==> config.mk <==
export PLATFORM = sky130hd
export DESIGN_NAME = serial_flash_bus_interface
export DESIGN_NICKNAME = d
export VERILOG_FILES = /design/src/logic/flash_pkg.sv /design/src/logic/serial_flash_bus_interface.sv
export SDC_FILE = /design/constraint.sdc
export NUM_CORES = 1
export LEC_CHECK = 0
export ABC_AREA = 1
export BUFFER_PORTS_ARGS = -buffer_cell sky130_fd_sc_hd__buf_2
export CAP_MARGIN = 10
export CORE_MARGIN = 2
export CORE_UTILIZATION = 60
export DETAILED_ROUTE_END_ITERATION = 8
export PLACE_DENSITY = 0.83
export RECOVER_POWER = 50
export SLEW_MARGIN = 5
export SYNTH_ARGS = -nofsm -noshare
export SYNTH_HDL_FRONTEND = slang
export SYNTH_SLANG_ARGS = --single-unit
==> constraint.sdc <==
create_clock -name sys_clk -period 6.4 [get_ports sys_clk]
set_input_delay 1.28 -clock sys_clk [delete_from_list [all_inputs] [get_ports sys_clk]]
set_output_delay 1.28 -clock sys_clk [all_outputs]
set_load 0.02 [all_outputs]
==> src/logic/flash_pkg.sv <==
// shared constants and types for the serial flash bus front end
`default_nettype none
package flash_pkg;
  // address map
  localparam int          ADDR_W         = 24;
  localparam int          SECT_SHIFT     = 12;
  localparam int          BLK32_SHIFT    = 15;
  localparam int          BLK64_SHIFT    = 16;
  localparam int          SECTOR_COUNT   = 2048;
  localparam logic [23:0] ADDR_TOP       = 24'h7fffff;
  localparam logic [7:0]  BLK64_COUNT    = 8'h80;
  // reset values and counts
  localparam logic [7:0]  STATUS_RESET   = 8'h00;
  localparam int          FIFO_DEPTH     = 4;
  localparam logic [2:0]  BIT_LAST_1     = 3'h7;
  localparam logic [2:0]  BIT_LAST_4     = 3'h4;
  localparam logic [1:0]  ADDR_BYTES     = 2'h3;
  // command codes
  localparam logic [7:0]  CMD_WR_EN      = 8'h06;
  localparam logic [7:0]  CMD_WR_DIS     = 8'h04;
  localparam logic [7:0]  CMD_READ_ST    = 8'h05;
  localparam logic [7:0]  CMD_WRITE_ST   = 8'h01;
  localparam logic [7:0]  CMD_PROGRAM    = 8'h02;
  localparam logic [7:0]  CMD_QUAD_ON    = 8'h35;
  localparam logic [7:0]  CMD_QUAD_OFF   = 8'hf5;

  typedef struct packed {
    logic       srwd;
    logic       quad_enable_bit;
    logic [3:0] bp;
    logic       wel;
    logic       write_busy_bit;
  } status_t;

  typedef struct packed {
    logic [10:0] sector;
    logic [7:0]  blk32;
    logic [6:0]  blk64;
    logic        in_range;
  } region_t;

  typedef struct packed {
    logic [23:0] addr;
    logic [7:0]  data;
  } prog_word_t;

  typedef enum logic [1:0] {
    ST_CMD    = 2'b00,
    ST_ADDR   = 2'b01,
    ST_DATA   = 2'b10,
    ST_IGNORE = 2'b11
  } frame_state_t;
endpackage
`default_nettype wire

==> src/logic/serial_flash_bus_interface.sv <==
// serial flash bus front end with program data fifo
`timescale 1ns/10ps
`default_nettype none

module prog_fifo #(
  parameter int WIDTH = 32,
  parameter int DEPTH = 4
) (
  // clock, reset and enable
  input  wire logic             clk,
  input  wire logic             rst,
  input  wire logic             en,
  // fill side
  input  wire logic             in_valid,
  input  wire logic [WIDTH-1:0] in_data,
  output logic                  in_ready,
  // drain side
  output logic                  out_valid,
  output logic [WIDTH-1:0]      out_data,
  input  wire logic             out_ready
);
  localparam int AW = $clog2(DEPTH);
  logic [WIDTH-1:0] mem [DEPTH];
  logic [AW-1:0]    wr_ptr_reg;
  logic [AW-1:0]    rd_ptr_reg;
  logic [AW:0]      count_reg;
  wire              push = in_valid & in_ready;
  wire              pop  = out_valid & out_ready;

  // depth must be a power of two, pointers wrap naturally
  assign in_ready  = count_reg != (AW+1)'(DEPTH);
  assign out_valid = count_reg != '0;
  assign out_data  = mem[rd_ptr_reg];

  always_ff @(posedge clk) begin
    if (en && push) begin
      mem[wr_ptr_reg] <= in_data;
    end
  end

  always_ff @(posedge clk or posedge rst) begin
    if (rst) begin
      wr_ptr_reg <= '0;
      rd_ptr_reg <= '0;
      count_reg  <= '0;
    end else if (en) begin
      wr_ptr_reg <= wr_ptr_reg + AW'(push);
      rd_ptr_reg <= rd_ptr_reg + AW'(pop);
      count_reg  <= count_reg + (AW+1)'(push) - (AW+1)'(pop);
    end
  end
endmodule // prog_fifo

module serial_flash_bus_interface (
  // clock and reset
  input  wire logic                  sys_clk,
  input  wire logic                  rst,
  input  wire logic                  clk_en,
  // serial pins
  input  wire logic                  sck,
  input  wire logic                  dev_sel_n,
  input  wire logic                  hw_reset_n,
  input  wire logic [3:0]            quad_line_in,
  output logic [3:0]                 quad_line_out,
  output logic [3:0]                 quad_line_oe_n,
  // array side
  input  wire logic                  array_busy,
  output logic                       prog_valid,
  output flash_pkg::prog_word_t      prog_word,
  input  wire logic                  prog_ready,
  // state
  output flash_pkg::status_t         device_status_byte,
  output logic                       quad_command_mode,
  output flash_pkg::region_t         region
);
  import flash_pkg::*;

  logic [1:0]   sck_sync;
  logic [1:0]   sel_sync;
  logic [1:0]   rstn_sync;
  logic [3:0]   line_meta;
  logic [3:0]   line_s;
  logic         sck_d;
  logic [7:0]   shift_reg;
  logic [2:0]   bit_cnt_reg;
  logic [2:0]   out_idx_reg;
  logic [1:0]   addr_cnt_reg;
  logic [7:0]   cmd_reg;
  logic [23:0]  addr_reg;
  frame_state_t state_reg;
  status_t      status_reg;
  logic         quad_mode_reg;
  logic [3:0]   out_reg;
  logic [3:0]   oe_n_reg;
  region_t      region_reg;
  logic         fifo_ready;
  logic         fifo_valid;

  // pins pass two flops; the second stage is read, and for sck also a third flop (sck_d) for edge detect
  always_ff @(posedge sys_clk or posedge rst) begin
    if (rst) begin
      sck_sync  <= 2'h0;
      sel_sync  <= 2'h3;
      rstn_sync <= 2'h3;
      line_meta <= 4'hf;
      line_s    <= 4'hf;
      sck_d     <= 1'b0;
    end else if (clk_en) begin
      sck_sync  <= {sck_sync[0], sck};
      sel_sync  <= {sel_sync[0], dev_sel_n};
      rstn_sync <= {rstn_sync[0], hw_reset_n};
      line_meta <= quad_line_in;
      line_s    <= line_meta;
      sck_d     <= sck_sync[1];
    end
  end

  // edge and frame decode; idle clock level does not matter
  wire       rise      = sck_sync[1] & ~sck_d;
  wire       fall      = ~sck_sync[1] & sck_d;
  wire       selected  = ~sel_sync[1];
  wire       link_rst  = ~rstn_sync[1];
  wire       hold_act  = ~status_reg.quad_enable_bit & ~line_s[3] & selected;
  wire       step      = selected & ~hold_act & ~link_rst;
  wire       frame_end = ~selected | link_rst;
  wire [7:0] in_byte   = quad_mode_reg ? {shift_reg[3:0], line_s}
                                       : {shift_reg[6:0], line_s[0]};
  wire [2:0] bit_last  = quad_mode_reg ? BIT_LAST_4 : BIT_LAST_1;
  wire [2:0] bit_inc   = quad_mode_reg ? 3'h4 : 3'h1;
  wire       bit_rise  = rise & step;
  wire       byte_done = bit_rise & (bit_cnt_reg == bit_last);
  wire       is_cmd    = byte_done & (state_reg == ST_CMD);
  wire       in_data   = byte_done & (state_reg == ST_DATA);
  wire       rd_launch = fall & step & (state_reg == ST_DATA) & (cmd_reg == CMD_READ_ST);

  // protection: top 2^(bp-1) 64 KB blocks, all for bp >= 8
  wire [7:0] prot_low  = (status_reg.bp >= 4'h8) ? 8'h00
                       : BLK64_COUNT - (8'h01 << (status_reg.bp - 4'h1));
  wire       protected_addr = (status_reg.bp != 4'h0) & ({1'b0, addr_reg[22:16]} >= prot_low);
  wire       st_write  = in_data & (cmd_reg == CMD_WRITE_ST);
  wire       prog_push = in_data & (cmd_reg == CMD_PROGRAM) & ~protected_addr & fifo_ready;
  wire       can_write = status_reg.wel & ~status_reg.write_busy_bit;

  // bit collection; shift register keeps its place during pause
  always_ff @(posedge sys_clk or posedge rst) begin
    if (rst) begin
      shift_reg   <= 8'h00;
      bit_cnt_reg <= 3'h0;
    end else if (clk_en) begin
      if (frame_end) begin
        bit_cnt_reg <= 3'h0;
      end else if (bit_rise) begin
        shift_reg   <= in_byte;
        bit_cnt_reg <= byte_done ? 3'h0 : bit_cnt_reg + bit_inc;
      end
    end
  end

  // frame sequencer
  always_ff @(posedge sys_clk or posedge rst) begin
    if (rst) begin
      state_reg    <= ST_CMD;
      cmd_reg      <= 8'h00;
      addr_reg     <= 24'h000000;
      addr_cnt_reg <= 2'h0;
    end else if (clk_en) begin
      if (frame_end) begin
        state_reg    <= ST_CMD;
        addr_cnt_reg <= 2'h0;
      end else if (is_cmd) begin
        cmd_reg <= in_byte;
        unique case (in_byte)
          CMD_READ_ST:  state_reg <= ST_DATA;
          CMD_WRITE_ST: state_reg <= can_write ? ST_DATA : ST_IGNORE;
          CMD_PROGRAM:  state_reg <= can_write ? ST_ADDR : ST_IGNORE;
          default:      state_reg <= ST_IGNORE;
        endcase
      end else if (byte_done && state_reg == ST_ADDR) begin
        addr_reg     <= {addr_reg[15:0], in_byte};
        addr_cnt_reg <= addr_cnt_reg + 2'h1;
        if (addr_cnt_reg == ADDR_BYTES - 2'h1) begin
          state_reg <= ST_DATA;
        end
      end else if (prog_push) begin
        addr_reg <= addr_reg + 24'h000001;
      end
    end
  end

  // status byte, quad mode; busy bit is set by hardware every cycle
  always_ff @(posedge sys_clk or posedge rst) begin
    if (rst) begin
      status_reg    <= status_t'(STATUS_RESET);
      quad_mode_reg <= 1'b0;
    end else if (clk_en) begin
      status_reg.write_busy_bit <= array_busy | fifo_valid;
      if (link_rst) begin
        status_reg.wel <= 1'b0;
        quad_mode_reg  <= 1'b0;
      end else if (st_write) begin
        status_reg.srwd            <= in_byte[7];
        status_reg.quad_enable_bit <= in_byte[6];
        status_reg.bp              <= in_byte[5:2];
        status_reg.wel             <= 1'b0;
        quad_mode_reg              <= quad_mode_reg & in_byte[6];
      end else if (prog_push) begin
        status_reg.wel <= 1'b0;
      end else if (is_cmd) begin
        if (in_byte == CMD_WR_EN) begin
          status_reg.wel <= 1'b1;
        end
        if (in_byte == CMD_WR_DIS) begin
          status_reg.wel <= 1'b0;
        end
        if (in_byte == CMD_QUAD_ON) begin
          quad_mode_reg <= status_reg.quad_enable_bit;
        end
        if (in_byte == CMD_QUAD_OFF) begin
          quad_mode_reg <= 1'b0;
        end
      end
    end
  end

  // output launch; index wraps so the byte repeats until deselect
  always_ff @(posedge sys_clk or posedge rst) begin
    if (rst) begin
      out_reg     <= 4'h0;
      oe_n_reg    <= 4'hf;
      out_idx_reg <= 3'h7;
    end else if (clk_en) begin
      if (frame_end || hold_act) begin
        oe_n_reg <= 4'hf;
        if (frame_end) begin
          out_idx_reg <= 3'h7;
        end
      end else if (rd_launch) begin
        if (quad_mode_reg) begin
          out_reg  <= out_idx_reg[2] ? status_reg[7:4] : status_reg[3:0];
          oe_n_reg <= 4'h0;
        end else begin
          out_reg  <= {2'b00, status_reg[out_idx_reg], 1'b0};
          oe_n_reg <= 4'hd;
        end
        out_idx_reg <= out_idx_reg - bit_inc;
      end
    end
  end

  // sector and block decode of the current address
  always_ff @(posedge sys_clk or posedge rst) begin
    if (rst) begin
      region_reg <= '0;
    end else if (clk_en) begin
      region_reg.sector   <= addr_reg[22:SECT_SHIFT];
      region_reg.blk32    <= addr_reg[22:BLK32_SHIFT];
      region_reg.blk64    <= addr_reg[22:BLK64_SHIFT];
      region_reg.in_range <= addr_reg <= ADDR_TOP;
    end
  end

  // program bytes wait here; a full fifo refuses and keeps busy set
  prog_fifo #(
    .WIDTH ($bits(prog_word_t)),
    .DEPTH (FIFO_DEPTH)
  ) u_fifo (
    .clk       (sys_clk),
    .rst       (rst),
    .en        (clk_en),
    .in_valid  (prog_push),
    .in_data   ({addr_reg, in_byte}),
    .in_ready  (fifo_ready),
    .out_valid (fifo_valid),
    .out_data  (prog_word),
    .out_ready (prog_ready)
  );

  assign prog_valid         = fifo_valid;
  assign quad_line_out      = out_reg;
  assign quad_line_oe_n     = oe_n_reg;
  assign device_status_byte = status_reg;
  assign quad_command_mode  = quad_mode_reg;
  assign region             = region_reg;

  AST_SAMPLE_ON_RISE: assert property (@(posedge sys_clk) disable iff (rst)
    clk_en && !bit_rise |=> $stable(shift_reg)) else $error("shift moved without rise");
  AST_LAUNCH_ON_FALL: assert property (@(posedge sys_clk) disable iff (rst)
    !$stable(out_reg) |-> $past(fall)) else $error("output changed off a fall");
  AST_PAUSE_FLOATS: assert property (@(posedge sys_clk) disable iff (rst)
    clk_en && hold_act |=> quad_line_oe_n == 4'hf) else $error("drive during pause");
  AST_RESET_PIN: assert property (@(posedge sys_clk) disable iff (rst)
    clk_en && link_rst |=> quad_line_oe_n == 4'hf && state_reg == ST_CMD)
    else $error("reset pin not honoured");
  AST_SINGLE_LINE_OUT: assert property (@(posedge sys_clk) disable iff (rst)
    !quad_mode_reg && quad_line_oe_n != 4'hf |-> quad_line_oe_n == 4'hd)
    else $error("wrong lines driven");
  AST_QUAD_NEEDS_QE: assert property (@(posedge sys_clk) disable iff (rst)
    quad_mode_reg |-> status_reg.quad_enable_bit) else $error("quad without enable");
  AST_BUSY_BIT: assert property (@(posedge sys_clk) disable iff (rst)
    clk_en && array_busy |=> status_reg.write_busy_bit) else $error("busy not shown");
  AST_REPEAT_BYTE: assert property (@(posedge sys_clk) disable iff (rst)
    clk_en && rd_launch && !quad_mode_reg && out_idx_reg == 3'h0 && !hold_act
    |=> out_idx_reg == 3'h7) else $error("register byte not repeated");
  AST_MSB_FIRST: assert property (@(posedge sys_clk) disable iff (rst)
    clk_en && rd_launch && !quad_mode_reg && out_idx_reg == 3'h7
    |=> quad_line_out[1] == $past(status_reg.srwd)) else $error("msb not first");
  AST_PROTECT: assert property (@(posedge sys_clk) disable iff (rst)
    clk_en && in_data && cmd_reg == CMD_PROGRAM && protected_addr |=> $stable(addr_reg))
    else $error("protected byte accepted");
endmodule // serial_flash_bus_interface
`default_nettype wire

---- Yosys cells after proc, flatten, opt, wreduce, memory -nomap -nowiden ----
Memories as Yosys holds them, arrays and structs flattened.
Index checks and enable logic that the tools add are counted.
W data, S select, Z words.
storage, ports and cells
  output and inout bits ................... 77
  bits of input ports ..................... 12
  register bits ........................... 115
  memories kept ........................... 1
  bits in writable memories ............... 128
memory list
  memory      words  bits a word  read ports  clocked after memory_dff  write ports  line                              text
  u_fifo.mem  4      32           1           0                         1            serial_flash_bus_interface.sv:23  logic [WIDTH-1:0] mem [DEPTH];
cells by class
  bitwise gates (word level) .............. 36
  mux-type cells .......................... 43
  $lt $le $gt $ge ......................... 4
  reductions and logical operators ........ 24
  add/sub/neg operators ................... 10
  shift operators ......................... 1
  equal/unequal tests ..................... 22
operators with widths
  operator                 number
  $mux W24                 2
  $eq A8 B3 Y1 const B     4
  $add A24 B1 Y24 const B  1
  $le A24 B23 Y1 const B   1
  $reduce_and A3 Y1        8
  $and A1 B1 Y1            22
  $mux W3                  7
  $mux W4                  5
  $mux W2                  9
  $eq A8 B1 Y1 const B     2
  $eq A8 B2 Y1 const B     2
  $mux W1                  16
  $mux W8                  2
  $not A1 Y1               12
  $reduce_bool A3 Y1       3
  $eq A8 B6 Y1 const B     1
  $eq A8 B8 Y1 const B     1
  $ge A7 B8 Y1             1
  $ne A4 B1 Y1 const B     2
  $reduce_and A4 Y1        2
  $reduce_bool A2 Y1       4
  $shl A1 B4 Y8 const A    1
  $sub A8 B8 Y8 const A    1
  $ne A3 B3 Y1 const B     2
  other kinds (23)         29

---- Logic depth before layout (Yosys ltp) ----
Gate-level depths: netlist (run 1).
  word-level depth ........................ 16
  gate-level depth with buffers ........... 23
  gate-level depth less buffers ........... 23

---- Cells and area by module ----
From an unflattened synthesis (run 1), not the netlist that was laid out.
second synthesis, totals
  cell total of the unflattened synthesis .. 1212
  area, all modules ....................... 11031.8 µm²
by module, submodules not included
  module                      cells an instance  area an instance (µm²)  times used
  serial_flash_bus_interface  843                5803.1                  1
  prog_fifo                   369                5228.8                  1

---- Worst setup path after synthesis (run 1) ----
Ideal clock, no wire load.
  path kind ............................... reg2reg
  from .................................... register status_reg (netlist bit device_status_byte[4])
  to ...................................... memory u_fifo.mem[0][0] (enable)
  slack ................................... 1524 ps
  period minus slack after synthesis ...... 4876 ps
  arrival time ............................ 4415 ps
  setup time .............................. 461 ps
  cell stages (with the launch flop) ...... 20
  cells stage by stage .................... dfrtp_1 nor2_1 inv_1 nor2_1 inv_1 ha_1 inv_1 nor2_1 nor2_1 nand2_1 ha_1 nand2_1 inv_1 nand2_1 nand2_1 nand2_1 nand2_1 nor2_1 nand3_1 nor3_1
between the ends
  cells in the longest elaborated chain, start to end .. 13
  elaborated cells on any way between the ends .. 15
RTL lines
  element                          line                               text
  start: declaration               serial_flash_bus_interface.sv:91   status_t status_reg;
  start signal: assignment         serial_flash_bus_interface.sv:193  status_reg <= status_t'(STATUS_RESET);
  $sub A4 B1 Y4                    serial_flash_bus_interface.sv:138  : BLK64_COUNT - (8'h01 << (status_reg.bp - 4'h1));
  $shl A1 B4 Y8                    serial_flash_bus_interface.sv:138
  $sub A8 B8 Y8                    serial_flash_bus_interface.sv:138
  $mux W8                          serial_flash_bus_interface.sv:137  wire [7:0] prot_low = (status_reg.bp >= 4'h8) ? 8'h00
  $ge A7 B8 Y1                     serial_flash_bus_interface.sv:139  wire protected_addr = (status_reg.bp != 4'h0) & ({1'b0, addr_reg[22:16]} >= prot_low);
  $and A1 B1 Y1 *                  serial_flash_bus_interface.sv:139
  $not A1 Y1 *                     serial_flash_bus_interface.sv:141  wire prog_push = in_data & (cmd_reg == CMD_PROGRAM) & ~protected_addr & fifo_ready;
  $and A1 B1 Y1 * (2 in a row)     serial_flash_bus_interface.sv:141
  $and A1 B1 Y1 *                  serial_flash_bus_interface.sv:27   wire push = in_valid & in_ready;
  $logic_and A1 B1 Y1 *            serial_flash_bus_interface.sv:36   if (en && push) begin
  $mux W1 *                        serial_flash_bus_interface.sv:36
  $mux W1 (not written as such) *  serial_flash_bus_interface.sv:37   mem[wr_ptr_reg] <= in_data;
  end: declaration                 serial_flash_bus_interface.sv:23
Every way passes the cells marked *; elsewhere a longest branch is shown, timed or not.

---- Final worst setup path (run 1) ----
  from .................................... input clk_en
  to ...................................... register out_idx_reg[0]
between the ends
  cells in the longest elaborated chain, start to end .. 1
RTL lines
  element                      line                               text
  start: declaration           serial_flash_bus_interface.sv:58   input wire logic clk_en,
  $reduce_and A3 Y1 (no line)  n/a
  end signal: assignment       serial_flash_bus_interface.sv:245  out_idx_reg <= out_idx_reg - bit_inc;
  end: declaration             serial_flash_bus_interface.sv:86   logic [2:0] out_idx_reg;
No other way between the ends.
A chain may end at the register's enable or synchronous reset.

==> qor.csv, run 1 <==
stage,metric,value,unit
run_status,status,"complete, but fails checks",
run_status,failing checks,"capacitance limit, slew limit",
global_routing,layer with the highest usage,met2,
synth,synthesized instance count,1107,
power_and_ir_drop,total internal power,2.664,mW
floorplan,initial core utilization,61.59,%
worst_setup_path,signal arrival time at the worst endpoint,5.08,ns
routing,count of TritonRoute iterations in the first routing pass,6,
synth,Ys Warns,0,
worst_setup_path,critical path peak fanout,44,
synth,"Seq/Total Area, Yosys",58.89,%
placed_design,routability cong.,0.9008,
timing,RSZ-0062 raised after global routing,false,
timing,setup skew after layout,0.02379,ns
clocking,setup bufs post-CTS,0,
timing,Final setup violation count,0,
global_routing,global-route met3 utilization,3.937,%
timing,Post-Route Setup TNS,0,ns
global_routing,Tot GR Track Use,26.87,%
power_and_ir_drop,Power Density,331.7,mW/mm^2
worst_setup_path,reg2reg setup slack,2.62,ns
clocking,clock latency of the later-clocked register in the worst-skew pair,0.52,ns
floorplan,Chip Width,137.7,um
placed_design,estimated wirelength of the detail-placed design,15880,um
routing,Vias/cell,5.753,
synth,cell types with the highest counts after synthesis,"sky130_fd_sc_hd__nand2_1, sky130_fd_sc_hd__nor2_1, sky130_fd_sc_hd__edfxtp_1",
synth,share of Yosys cell area claimed by the top area cell type,35.83,%
timing,Hold Fails Final Rpt,0,
routing,average wire per cell in the routed design,17.48,um
clocking,Clk Tree Root Cell,sky130_fd_sc_hd__clkbuf_16,
floorplan,core area,0.01742,sq mm
timing,post-layout minimum cycle time,4.672,ns
global_routing,global routing met2 resource utilization,43.84,%
min_path,hold depth,2,
worst_setup_path,Crit path required time,6.81,ns
synth,number of distinct library cell variants in the gate-level netlist after synthesis,45,
synth,dominant cell type by area after synthesis,sky130_fd_sc_hd__edfxtp_1,
timing,final slew viol count,146,
routing,residual antenna-violating net count after detailed routing,0,
power_and_ir_drop,proportion of power drawn by flip-flops and latches,42.5,%
worst_setup_path,r2r endpoint,u_fifo.mem[3][5],
synth,post-synthesis xor/xnor area fraction,1.470,%
min_path,startpoint of the most critical hold path,line_meta[2],
worst_setup_path,startpoint type of the worst setup path,primary input,
routing,total number of vias,8106,
clocking,Clock Tree Buf Depth,3,
layout,net count of the finished layout,1198,
worst_setup_path,source of the critical timing path,clk_en,
power_and_ir_drop,VDD IR max,226.3,uV
layout,fraction of layout instances using a drive strength above 1,13.77,%
floorplan,die boundary height,137.7,um
worst_setup_path,Setup CP Type,primary input to register,
layout,number of flip-flops under the largest register name,128,
global_routing,initial antenna violation count,0,
floorplan,I/O Pins,89,
job,reported max-cap violation count,3,
power_and_ir_drop,switch share,32.31,%
power_and_ir_drop,Leakage,5.066,nW
timing,final critical-path share of the clock period,73.00,%
power_and_ir_drop,relative contribution of the clock network to total power,34.1,%
synth,Adder-Cell Fraction of Synth Area,2.286,%
clocking,clock tree sinks,226,
worst_setup_path,R2R depth,10,
layout,number of cells in the finished layout apart from fillers,1409,
synth,post-synth net total,1138,
routing,initial DRC count,821,
min_path,path class of the lowest-slack min-delay path,register to register,
global_routing,remaining global-route overflow,0,
clocking,CTS tree,yes,
layout,area added between synthesis and finish,10.61,%
synth,synth top area cells,"sky130_fd_sc_hd__edfxtp_1, sky130_fd_sc_hd__dfrtp_1, sky130_fd_sc_hd__nand2_1",
timing,headroom to the max-slew limit,-74.39,%
timing,maximum achievable frequency,0.2141,GHz
synth,"share of synthesized cell area in and, or, nand and nor gates",17.94,%
routing,detailed-route DRC error count,0,
power_and_ir_drop,Comb pwr share,23.4,%
floorplan,number of placement rows,48,
synth,netlist area before placement,0.01073,sq mm
synth,largest family of logic cells by synthesized area,simple AND/OR/NAND/NOR gates,
routing,WL final,24630,um
synth,prevailing post-synth register cell,sky130_fd_sc_hd__edfxtp_1,
global_routing,number of global-route vias before repair,7573,
power_and_ir_drop,power dissipated by switching net loads,1.272,mW
timing,Slew @ Worst Pin,2.602,ns
worst_setup_path,Critical Path End Type,register,
synth,number of synthesized register bits,226,
global_routing,first-pass GRT wire length,39170,um
synth,post-synthesis mux area share,0.2799,%
synth,most numerous cell in the Yosys netlist,sky130_fd_sc_hd__nand2_1,
clocking,CTS hold repair buffers,0,
layout,antenna diode count,0,
global_routing,maximum number of pins on one net before global-route repair,67,
floorplan,Total Die Area,0.01896,sq mm
clocking,clk slew on worst S/H paths,0.06,ns
synth,average cell area after synthesis,9.690,sq um
global_routing,Global Route met1 Usage,37.54,%
clocking,clock buffers created by TritonCTS,23,
synth,"EDFF count, synth",128,
placed_design,number of placed instances with taps included,1367,
clocking,count of cells resized by post-cts repair,0,
placed_design,Port Buf Inserts,88,
synth,compound-cell area share of the yosys netlist,12.46,%
synth,fraction of registers with async set/reset,43.36,%
clocking,CTS H-Tree Depth,1,
worst_setup_path,critical register-to-register path startpoint,quad_command_mode,
worst_setup_path,crit path capture,out_idx_reg[0],
-- cells in the final DEF (no fill, tap or decap), types with 3 or more instances in the layout --
cell type	netlist	final
sky130_fd_sc_hd__ha_1	18	18
sky130_fd_sc_hd__buf_2	2	59
sky130_fd_sc_hd__buf_4	19	6
sky130_fd_sc_hd__o31ai_1	3	3
sky130_fd_sc_hd__xor2_1	16	16
sky130_fd_sc_hd__a31oi_1	5	5
sky130_fd_sc_hd__clkinv_1	2	6
sky130_fd_sc_hd__dfrtp_1	81	80
sky130_fd_sc_hd__o21ai_0	124	126
sky130_fd_sc_hd__clkinv_2	0	3
sky130_fd_sc_hd__o22ai_1	32	32
sky130_fd_sc_hd__clkbuf_1	30	33
sky130_fd_sc_hd__clkbuf_16	0	23
sky130_fd_sc_hd__edfxtp_1	128	128
sky130_fd_sc_hd__o211ai_1	3	3
sky130_fd_sc_hd__a21oi_1	12	12
sky130_fd_sc_hd__o21ai_1	7	6
sky130_fd_sc_hd__nor4_1	3	3
sky130_fd_sc_hd__dfstp_2	17	16
sky130_fd_sc_hd__nand2_1	255	255
sky130_fd_sc_hd__nand3_1	36	36
sky130_fd_sc_hd__mux2i_1	3	3
sky130_fd_sc_hd__clkbuf_8	0	4
sky130_fd_sc_hd__nor3_2	1	5
sky130_fd_sc_hd__o21ai_2	30	29
sky130_fd_sc_hd__inv_1	88	88
sky130_fd_sc_hd__nand4_1	9	9
sky130_fd_sc_hd__nor3_1	18	14
sky130_fd_sc_hd__o21a_1	4	4
sky130_fd_sc_hd__nor2_1	130	130
-- logic make-up (layout without fill, tap and decap cells) --
kind of cell	count (synthesis)	count (layout)
flops	226	226
fa+ha+maj	19	19
mux	3	3
buf+inv	152	229
compound gates	225	225
simple gates	464	464
xor+xnor	18	18
-- stage by stage --
step                      worst slack [ns]  util [%]  hold WS (ns)  cell area, sq um  total power [mW]
after floorplan                      1.524         -        0.4392             10730             2.321
after global placement               2.533     64.04        0.4518             11150             2.580
after detailed placement             2.405     64.04        0.4558             11150             2.614
after CTS                            1.852     68.38        0.4657             11910             3.955
after global routing                 1.004     68.13        0.4771             11870             4.109
final                                1.728     68.13        0.4625             11870             3.936
-- layout make-up --
class / count / area (sq um)
Clock buffer: 30 / 641.9
Clock inverter: 12 / 113.9
Fill cell: 1345 / 5552
Inverter: 92 / 346.6
Multi-Input combinational cell: 729 / 3710
Sequential cell: 226 / 6319
Tap cell: 225 / 281.5
Timing Repair Buffer: 95 / 452.9
-- worst max-delay path, cell delays in order --
cell                       delay (ns)
sky130_fd_sc_hd__clkbuf_1        1.20
sky130_fd_sc_hd__clkinv_1        1.29
sky130_fd_sc_hd__nor4_1          0.52
sky130_fd_sc_hd__nand2_1         0.25
sky130_fd_sc_hd__nand2_1         0.23
sky130_fd_sc_hd__nor2_1          0.08
sky130_fd_sc_hd__a31oi_1         0.21
-- power groups by stage --
| stage | Sequential [mW] | Combinational (mW) | Clock [mW] |
|---|---|---|---|
| 6_report | 1.67 | 0.921 | 1.34 |
| 2_1_floorplan | 1.64 | 0.679 | 0 |
| 5_1_grt | 1.68 | 1.02 | 1.41 |
| 3_3_place_gp | 1.70 | 0.885 | 0 |
| 4_1_cts | 1.67 | 0.930 | 1.35 |
| 3_5_place_dp | 1.70 | 0.914 | 0 |
-- layer usage --
metal / share of wire (%) / vias to the layer above
met4: 2.4 / 0
met1: 42 / 3858
met5: 0 / -
met3: 7.7 / 53
met2: 48 / 353
li1: - / 3842
-- worst min path at each step --
stage | end | slack, ns
finish | line_meta[2] | 0.46
global route | line_s[2] | 0.48
CTS | line_meta[1] | 0.47
detailed placement | line_meta[1] | 0.46
global placement | rstn_sync[0] | 0.45
floorplan | line_s[1] | 0.44
No activity file was read; power rests on OpenSTA's default activity.
==> run 2: changes to the inputs <==
Settings changed: ABC_AREA 1 to 0.
Clock period 6.4 ns to 4.5 ns, I/O delays scaled along.
==> qor.csv, run 2 <==
stage,metric,value,unit,change
floorplan,die boundary height,134.4,um,was 137.7 um
worst_setup_path,r2r endpoint,u_fifo.count_reg[2],,was u_fifo.mem[3][5]
global_routing,Tot GR Track Use,26.77,%,was 26.87%
run_status,status,"complete, but fails checks",,unchanged
synth,synth top area cells,"sky130_fd_sc_hd__edfxtp_1, sky130_fd_sc_hd__dfrtp_1, sky130_fd_sc_hd__mux4_2",,"was sky130_fd_sc_hd__edfxtp_1, sky130_fd_sc_hd__dfrtp_1, sky130_fd_sc_hd__nand2_1"
layout,number of cells in the finished layout apart from fillers,1071,,was 1409
min_path,worst min-delay path endpoint,cmd_reg[4],,was line_meta[2]
worst_setup_path,critical register-to-register path startpoint,device_status_byte[2],,was quad_command_mode
placed_design,routability cong.,0.9321,,was 0.9008
global_routing,number of global-route vias before repair,6936,,was 7573
layout,number of flip-flops under the largest register name,128,,unchanged
timing,post-layout minimum cycle time,4.123,ns,
routing,residual antenna-violating net count after detailed routing,0,,unchanged
power_and_ir_drop,overall power consumption,5.214,mW,was 3.936 mW
clocking,Clock Tree Buf Depth,3,,unchanged
synth,post-synth net total,788,,was 1138
routing,WL final,23750,um,was 24630 um
min_path,startpoint of the most critical hold path,cmd_reg[4],,was line_meta[2]
synth,number of synthesized register bits,226,,unchanged
placed_design,Port Buf Inserts,88,,unchanged
worst_setup_path,R2R depth,17,,was 10
synth,average cell area after synthesis,13.47,sq um,was 9.690 sq um
routing,Vias/cell,6.434,,was 5.753
layout,most common library cell in the layout ignoring fill and taps,sky130_fd_sc_hd__edfxtp_1,,was sky130_fd_sc_hd__nand2_1
power_and_ir_drop,VDD IR max,299.9,uV,was 226.3 uV
routing,total number of vias,6891,,was 8106
synth,share of Yosys cell area claimed by the top area cell type,37.69,%,was 35.83%
layout,final design utilization,69.20,%,was 68.13%
synth,"Seq/Total Area, Yosys",61.94,%,was 58.89%
synth,netlist area before placement,0.01020,sq mm,was 0.01073 sq mm
floorplan,initial core utilization,61.50,%,was 61.59%
global_routing,remaining global-route overflow,0,,unchanged
worst_setup_path,Setup CP Type,register to register,,was primary input to register
worst_setup_path,reg2reg setup slack,0.38,ns,was 2.62 ns
synth,dominant cell type by area after synthesis,sky130_fd_sc_hd__edfxtp_1,,unchanged
placed_design,number of placed instances with taps included,1025,,was 1367
placed_design,estimated wirelength of the detail-placed design,15540,um,was 15880 um
timing,headroom to the max-slew limit,-91.70,%,was -74.39%
clocking,Clk Tree Root Cell,sky130_fd_sc_hd__clkbuf_16,,unchanged
synth,"EDFF count, synth",128,,unchanged
floorplan,Chip Width,134.4,um,was 137.7 um
routing,count of TritonRoute iterations in the first routing pass,5,,was 6
layout,net count of the finished layout,866,,was 1198
routing,detailed-route DRC error count,0,,unchanged
synth,Ys Warns,0,,unchanged
layout,highest-count cells in the layout ignoring fill and taps,"sky130_fd_sc_hd__edfxtp_1, sky130_fd_sc_hd__nand2_1, sky130_fd_sc_hd__dfrtp_1",,"was sky130_fd_sc_hd__nand2_1, sky130_fd_sc_hd__nor2_1, sky130_fd_sc_hd__edfxtp_1"
floorplan,core area,0.01658,sq mm,was 0.01742 sq mm
timing,Slew @ Worst Pin,2.860,ns,was 2.602 ns
routing,initial DRC count,531,,was 821
power_and_ir_drop,Leakage,4.388,nW,was 5.066 nW
timing,maximum achievable frequency,0.2425,GHz,
timing,Final setup violation count,0,,unchanged
run_status,failing checks,"capacitance limit, slew limit",,unchanged
worst_setup_path,startpoint type of the worst setup path,register,,was primary input
timing,RSZ-0062 raised after global routing,false,,unchanged
clocking,clock latency of the later-clocked register in the worst-skew pair,0.51,ns,was 0.52 ns
clocking,clk slew on worst S/H paths,0.06,ns,about the same
global_routing,maximum number of pins on one net before global-route repair,68,,was 67
timing,setup skew after layout,0.01731,ns,was 0.02379 ns
synth,prevailing post-synth register cell,sky130_fd_sc_hd__edfxtp_1,,unchanged
worst_setup_path,critical path peak fanout,11,,was 44
clocking,CTS H-Tree Depth,1,,unchanged
global_routing,first-pass GRT wire length,37740,um,was 39170 um
min_path,hold depth,2,,unchanged
synth,most numerous cell in the Yosys netlist,sky130_fd_sc_hd__edfxtp_1,,was sky130_fd_sc_hd__nand2_1
timing,Post-Route Setup TNS,0,ns,unchanged
floorplan,I/O Pins,89,,unchanged
clocking,CTS tree,yes,,unchanged
min_path,path class of the lowest-slack min-delay path,register to register,,unchanged
layout,area added between synthesis and finish,12.53,%,was 10.61%
worst_setup_path,Crit path required time,4.88,ns,was 6.81 ns
layout,antenna diode count,0,,unchanged
layout,cell area after layout,0.01148,sq mm,was 0.01187 sq mm
synth,number of distinct library cell variants in the gate-level netlist after synthesis,67,,was 45
synth,cell types with the highest counts after synthesis,"sky130_fd_sc_hd__edfxtp_1, sky130_fd_sc_hd__nand2_1, sky130_fd_sc_hd__dfrtp_1",,"was sky130_fd_sc_hd__nand2_1, sky130_fd_sc_hd__nor2_1, sky130_fd_sc_hd__edfxtp_1"
global_routing,initial antenna violation count,0,,unchanged
floorplan,Total Die Area,0.01806,sq mm,was 0.01896 sq mm
synth,fraction of registers with async set/reset,43.36,%,unchanged
floorplan,number of placement rows,47,,was 48
timing,Hold Fails Final Rpt,0,,unchanged
clocking,clock buffers created by TritonCTS,23,,unchanged
routing,average wire per cell in the routed design,22.18,um,was 17.48 um
layout,fraction of layout instances using a drive strength above 1,26.32,%,was 13.77%
worst_setup_path,signal arrival time at the worst endpoint,4.50,ns,was 5.08 ns
placed_design,placed instance area,0.01077,sq mm,was 0.01115 sq mm
power_and_ir_drop,Power Density,454.4,mW/mm^2,was 331.7 mW/mm^2
timing,final slew viol count,68,,was 146
job,reported max-cap violation count,1,,was 3
worst_setup_path,Critical Path End Type,register,,unchanged
clocking,clock tree sinks,226,,unchanged
synth,synthesized instance count,757,,was 1107
clocking,CTS hold repair buffers,0,,unchanged
timing,final critical-path share of the clock period,91.62,%,
## run 2: changes by cell type in the layout (fill, tap and decap cells not counted), moves of 12 or more
cell | before | now
sky130_fd_sc_hd__inv_1 | 88 | 27
sky130_fd_sc_hd__o21ai_0 | 126 | 47
sky130_fd_sc_hd__buf_2 | 59 | 71
sky130_fd_sc_hd__o22ai_1 | 32 | 5
sky130_fd_sc_hd__o21ai_2 | 29 | 0
sky130_fd_sc_hd__nand2_1 | 255 | 83
sky130_fd_sc_hd__nor2_1 | 130 | 22
sky130_fd_sc_hd__xor2_1 | 16 | 1
sky130_fd_sc_hd__o211ai_1 | 3 | 15
sky130_fd_sc_hd__nand3_1 | 36 | 15
sky130_fd_sc_hd__mux2_2 | 0 | 31
sky130_fd_sc_hd__mux4_2 | 0 | 33
## run 2: worst max path at each step
stage | end | startpoint | slack [ns] | depth (start not counted)
2_1_floorplan | u_fifo.mem[0][0] | device_status_byte[2] | -0.31 | 14
3_3_place_gp | u_fifo.mem[2][2] | device_status_byte[2] | 0.39 | 13
3_5_place_dp | u_fifo.mem[2][2] | device_status_byte[2] | 0.13 | 13
4_1_cts | u_fifo.mem[2][2] | device_status_byte[2] | 0.11 | 13
5_1_grt | u_fifo.count_reg[2] | device_status_byte[2] | 0.08 | 17
6_report | u_fifo.count_reg[2] | device_status_byte[2] | 0.38 | 17
## run 2: cell families after synthesis
group / after synthesis / share of synthesized area, %
AOI/OAI and AO/OA: 121 / 7.484
xor gates and xnor gates: 9 / 0.8466
adders and majority gates: 19 / 2.405
buffers and inverters: 83 / 3.950
DFF: 226 / 61.94
muxes: 77 / 11.99
and+or+nand+nor: 222 / 11.39
## run 2: critical path, cell delays in order (launching register included)
cell and delay (ns):
sky130_fd_sc_hd__dfrtp_2 0.47, sky130_fd_sc_hd__inv_1 0.11, sky130_fd_sc_hd__nor4_1 0.44, sky130_fd_sc_hd__inv_1 0.10, sky130_fd_sc_hd__ha_1 0.25, sky130_fd_sc_hd__o21ai_0 0.08
sky130_fd_sc_hd__or3b_2 0.46, sky130_fd_sc_hd__ha_1 0.28, sky130_fd_sc_hd__o211ai_1 0.10, sky130_fd_sc_hd__a21oi_1 0.16, sky130_fd_sc_hd__o2111ai_1 0.26, sky130_fd_sc_hd__nand3_1 0.20
sky130_fd_sc_hd__inv_1 0.08, sky130_fd_sc_hd__ha_1 0.21, sky130_fd_sc_hd__fa_1 0.39, sky130_fd_sc_hd__xnor2_1 0.18, sky130_fd_sc_hd__nand2_1 0.09, sky130_fd_sc_hd__xnor2_1 0.16
## run 2: power by group
group	internal [mW]	switching, mW
logic	0.430	0.558
registers	2.31	0.163
clock network	1.00	0.757
## run 2: cell type report
class	instances	area, sq um
inverter	28	106.4
multi-input combinational	448	3505
clock buffer	37	659.4
fill	1144	5107
tap	220	275.3
timing repair buffer	108	588.1
sequential	226	6320
clock inverter	4	22.52
## run 2: what timing repair did
action                                  in CTS  in global routing
endpoints found under the setup margin       0                 49
gates resized for setup                      0                  2
setup buffers                                0                  4
## run 2: per-layer routing
metal / global-route usage, % / part of all wire (%) / vias up
met5: 0 / 0 / -
met3: 3.930 / 7.4 / 82
li1: - / - / 3003
met2: 44.67 / 50 / 350
met4: 10.99 / 4.2 / 0
met1: 35.77 / 39 / 3456
## run 2: stage by stage
step / setup slack [ns] / hold WS [ns]
floorplan: -0.3129 / 0.4508
global placement: 0.3933 / 0.4636
detailed placement: 0.1251 / 0.4705
finish: 0.3771 / 0.4837
CTS: 0.1103 / 0.4849
global route: 0.07718 / 0.5053
==> run 3: changes to the inputs <==
Settings changed: BUFFER_PORTS_ARGS -buffer_cell sky130_fd_sc_hd__buf_2 to -buffer_cell sky130_fd_sc_hd__buf_4, SETUP_SLACK_MARGIN set to 0.15.
Clock period 4.5 ns to 4.6 ns, I/O delays scaled along.
==> qor.csv, run 3 (synthesis gave the netlist of run 2 again) <==
stage,metric,value,unit,change
floorplan,Total Die Area,0.01806,sq mm,unchanged
global_routing,number of global-route vias before repair,6923,,was 6936
global_routing,layer with the highest usage,met2,,unchanged
clocking,clock latency of the later-clocked register in the worst-skew pair,0.53,ns,was 0.51 ns
routing,average wire per cell in the routed design,21.76,um,was 22.18 um
worst_setup_path,Setup CP Type,register to register,,unchanged
min_path,startpoint of the most critical hold path,cmd_reg[5],,was cmd_reg[4]
layout,fillcell total,1125,,was 1144
layout,number of cells in the finished layout apart from fillers,1069,,was 1071
layout,area added between synthesis and finish,15.00,%,was 12.53%
clocking,CTS H-Tree Depth,1,,unchanged
clocking,CTS tree,yes,,unchanged
global_routing,Global Route met1 Usage,35.52,%,was 35.77%
timing,final slew viol count,120,,was 68
run_status,status,"complete, but fails checks",,unchanged
global_routing,first-pass GRT wire length,37560,um,was 37740 um
run_status,failing checks,"capacitance limit, slew limit",,unchanged
power_and_ir_drop,VDD IR max,310.0,uV,was 299.9 uV
power_and_ir_drop,Comb pwr share,19.7,%,was 18.9%
floorplan,initial core utilization,61.50,%,unchanged
placed_design,routability cong.,0.9200,,was 0.9321
global_routing,global routing met2 resource utilization,44.87,%,was 44.67%
worst_setup_path,number of logic stages on the critical path including buffering,17,,unchanged
job,reported max-cap violation count,3,,was 1
placed_design,estimated wirelength of the detail-placed design,15230,um,was 15540 um
routing,residual antenna-violating net count after detailed routing,0,,unchanged
placed_design,Port Buf Inserts,88,,unchanged
timing,maximum achievable frequency,0.2376,GHz,was 0.2425 GHz
routing,WL final,23260,um,was 23750 um
global_routing,remaining global-route overflow,0,,unchanged
worst_setup_path,R2R depth,17,,unchanged
floorplan,Chip Width,134.4,um,unchanged
floorplan,number of placement rows,47,,unchanged
floorplan,I/O Pins,89,,unchanged
routing,detailed-route DRC error count,0,,unchanged
layout,net count of the finished layout,863,,was 866
worst_setup_path,critical register-to-register path startpoint,device_status_byte[2],,unchanged
global_routing,initial antenna violation count,0,,unchanged
power_and_ir_drop,relative contribution of the clock network to total power,35.4,%,was 33.7%
timing,Hold Fails Final Rpt,0,,unchanged
min_path,hold depth,2,,unchanged
timing,Final setup violation count,0,,unchanged
global_routing,global-route met3 utilization,3.893,%,was 3.930%
routing,total number of vias,6791,,was 6891
timing,post-layout minimum cycle time,4.209,ns,was 4.123 ns
routing,Vias/cell,6.353,,was 6.434
floorplan,die boundary height,134.4,um,unchanged
worst_setup_path,family of cells with the greatest summed delay on the critical path,simple AND/OR/NAND/NOR gates,,unchanged
clocking,CTS hold repair buffers,0,,unchanged
worst_setup_path,critical path peak fanout,11,,unchanged
layout,number of flip-flops under the largest register name,128,,unchanged
power_and_ir_drop,power dissipated by switching net loads,1.488,mW,was 1.478 mW
min_path,path class of the lowest-slack min-delay path,register to register,,unchanged
layout,antenna diode count,0,,unchanged
worst_setup_path,CP max stage cell,sky130_fd_sc_hd__dfrtp_1,,was sky130_fd_sc_hd__dfrtp_2
worst_setup_path,Critical Path End Type,register,,unchanged
layout,final design utilization,70.73,%,was 69.20%
worst_setup_path,Crit path required time,4.99,ns,was 4.88 ns
global_routing,Tot GR Track Use,26.77,%,about the same
power_and_ir_drop,total internal power,3.871,mW,was 3.737 mW
clocking,Clk Tree Root Cell,sky130_fd_sc_hd__clkbuf_16,,unchanged
clocking,clock buffers created by TritonCTS,23,,unchanged
timing,final critical-path share of the clock period,91.51,%,was 91.62%
layout,most common library cell in the layout ignoring fill and taps,sky130_fd_sc_hd__edfxtp_1,,unchanged
timing,setup skew after layout,0.02740,ns,was 0.01731 ns
worst_setup_path,signal arrival time at the worst endpoint,4.60,ns,was 4.50 ns
global_routing,maximum number of pins on one net before global-route repair,70,,was 68
worst_setup_path,source of the critical timing path,device_status_byte[2],,unchanged
placed_design,number of placed instances with taps included,1024,,was 1025
power_and_ir_drop,proportion of power drawn by flip-flops and latches,44.8,%,was 47.3%
clocking,clk slew on worst S/H paths,0.06,ns,about the same
power_and_ir_drop,switch share,27.77,%,was 28.34%
power_and_ir_drop,Power Density,457.0,mW/mm^2,was 454.4 mW/mm^2
layout,fraction of layout instances using a drive strength above 1,26.97,%,was 26.32%
power_and_ir_drop,Leakage,4.491,nW,was 4.388 nW
clocking,Clock Tree Buf Depth,3,,unchanged
timing,RSZ-0062 raised after global routing,false,,unchanged
timing,Slew @ Worst Pin,3.190,ns,was 2.860 ns
routing,initial DRC count,546,,was 531
layout,highest-count cells in the layout ignoring fill and taps,"sky130_fd_sc_hd__edfxtp_1, sky130_fd_sc_hd__buf_4, sky130_fd_sc_hd__nand2_1",,"was sky130_fd_sc_hd__edfxtp_1, sky130_fd_sc_hd__nand2_1, sky130_fd_sc_hd__dfrtp_1"
clocking,clock tree sinks,226,,unchanged
worst_setup_path,buffering stage count on the worst path with inverters included,3,,unchanged
timing,headroom to the max-slew limit,-113.8,%,was -91.70%
worst_setup_path,reg2reg setup slack,0.39,ns,was 0.38 ns
routing,count of TritonRoute iterations in the first routing pass,5,,unchanged
floorplan,core area,0.01658,sq mm,unchanged
worst_setup_path,Critical Path Max Stage Delay,0.52,ns,was 0.47 ns
worst_setup_path,startpoint type of the worst setup path,register,,unchanged
worst_setup_path,cells along the critical path,"inv_1, nor4_1, inv_1, ha_1, o21ai_0, or3b_2, ha_1, o211ai_1, a21oi_1, o2111ai_1, nand3_1, inv_1, ha_1, fa_1, xnor2_1, nand2_1, xnor2_1",,unchanged
==> run 3: changes by cell type in the layout (fill, tap and decap cells not counted), sizes merged <==
cell,previous run,this run
clkbuf,56,45
clkinv,3,8
bufinv,0,3
inv,27,28
==> run 3: repair_timing <==
item                       4_1_cts  5_1_grt
hold endpoints to repair         0        0
gates resized for setup          0        1
buffers inserted                 0        2
setup endpoints to repair        0       45
==> run 3: worst paths after layout <==
check | endpoint
setup / recovery | u_fifo.count_reg[2]
hold / removal | cmd_reg[5]
setup reg to reg | u_fifo.count_reg[2]
hold reg to reg | cmd_reg[5]
max in group asynchronous | sck_sync[0]
min in group asynchronous | cmd_reg[0]
==> run 3: worst register-to-register path: stages (launching register included) <==
cell and delay (ns):
sky130_fd_sc_hd__dfrtp_1 0.52, sky130_fd_sc_hd__inv_1 0.15, sky130_fd_sc_hd__nor4_1 0.47, sky130_fd_sc_hd__inv_1 0.08, sky130_fd_sc_hd__ha_1 0.25, sky130_fd_sc_hd__o21ai_0 0.08, sky130_fd_sc_hd__or3b_2 0.46, sky130_fd_sc_hd__ha_1 0.28
sky130_fd_sc_hd__o211ai_1 0.07, sky130_fd_sc_hd__a21oi_1 0.15, sky130_fd_sc_hd__o2111ai_1 0.26, sky130_fd_sc_hd__nand3_1 0.19, sky130_fd_sc_hd__inv_1 0.08, sky130_fd_sc_hd__ha_1 0.21, sky130_fd_sc_hd__fa_1 0.38, sky130_fd_sc_hd__xnor2_1 0.15
sky130_fd_sc_hd__nand2_1 0.08, sky130_fd_sc_hd__xnor2_1 0.23
==> run 3: metrics by stage <==
step	setup WS, ns	total power [mW]	TNS [ns]	hold slack [ns]	area (sq um)
finish	0.3907	5.360	0	0.4847	11730
global route	0.09137	5.562	0	0.5094	11730
CTS	0.3001	5.381	0	0.4854	11750
detailed placement	0.3139	3.485	0	0.4726	10970
global placement	0.5502	3.439	0	0.4616	10970
floorplan	-0.2129	3.119	-6.811	0.4508	10220
==> run 3: power by group through the flow <==
stage / Combinational (mW) / Sequential [mW] / Clock [mW]
finish: 1.06 / 2.40 / 1.90
global route: 1.13 / 2.42 / 2.01
CTS: 1.01 / 2.45 / 1.93
detailed placement: 0.994 / 2.49 / 0
global placement: 0.964 / 2.47 / 0
floorplan: 0.751 / 2.37 / 0
==> run 3: cell type report <==
cell class,instances,area [sq um],share of cell area (%)
clock buffer,29,618.1,5.270
clock inverter,13,158.9,1.355
inverter,28,106.4,0.9068
multi-input combinational,448,3503,29.87
sequential,226,6319,53.87
tap,220,275.3,2.347
timing repair buffer,105,748.2,6.379
==> run 3: per-layer routing <==
layer / vias up / part of all wire [%]
met5: - / 0
met4: 0 / 3.7
met3: 77 / 7.6
met2: 352 / 50
met1: 3362 / 38
li1: 3000 / -
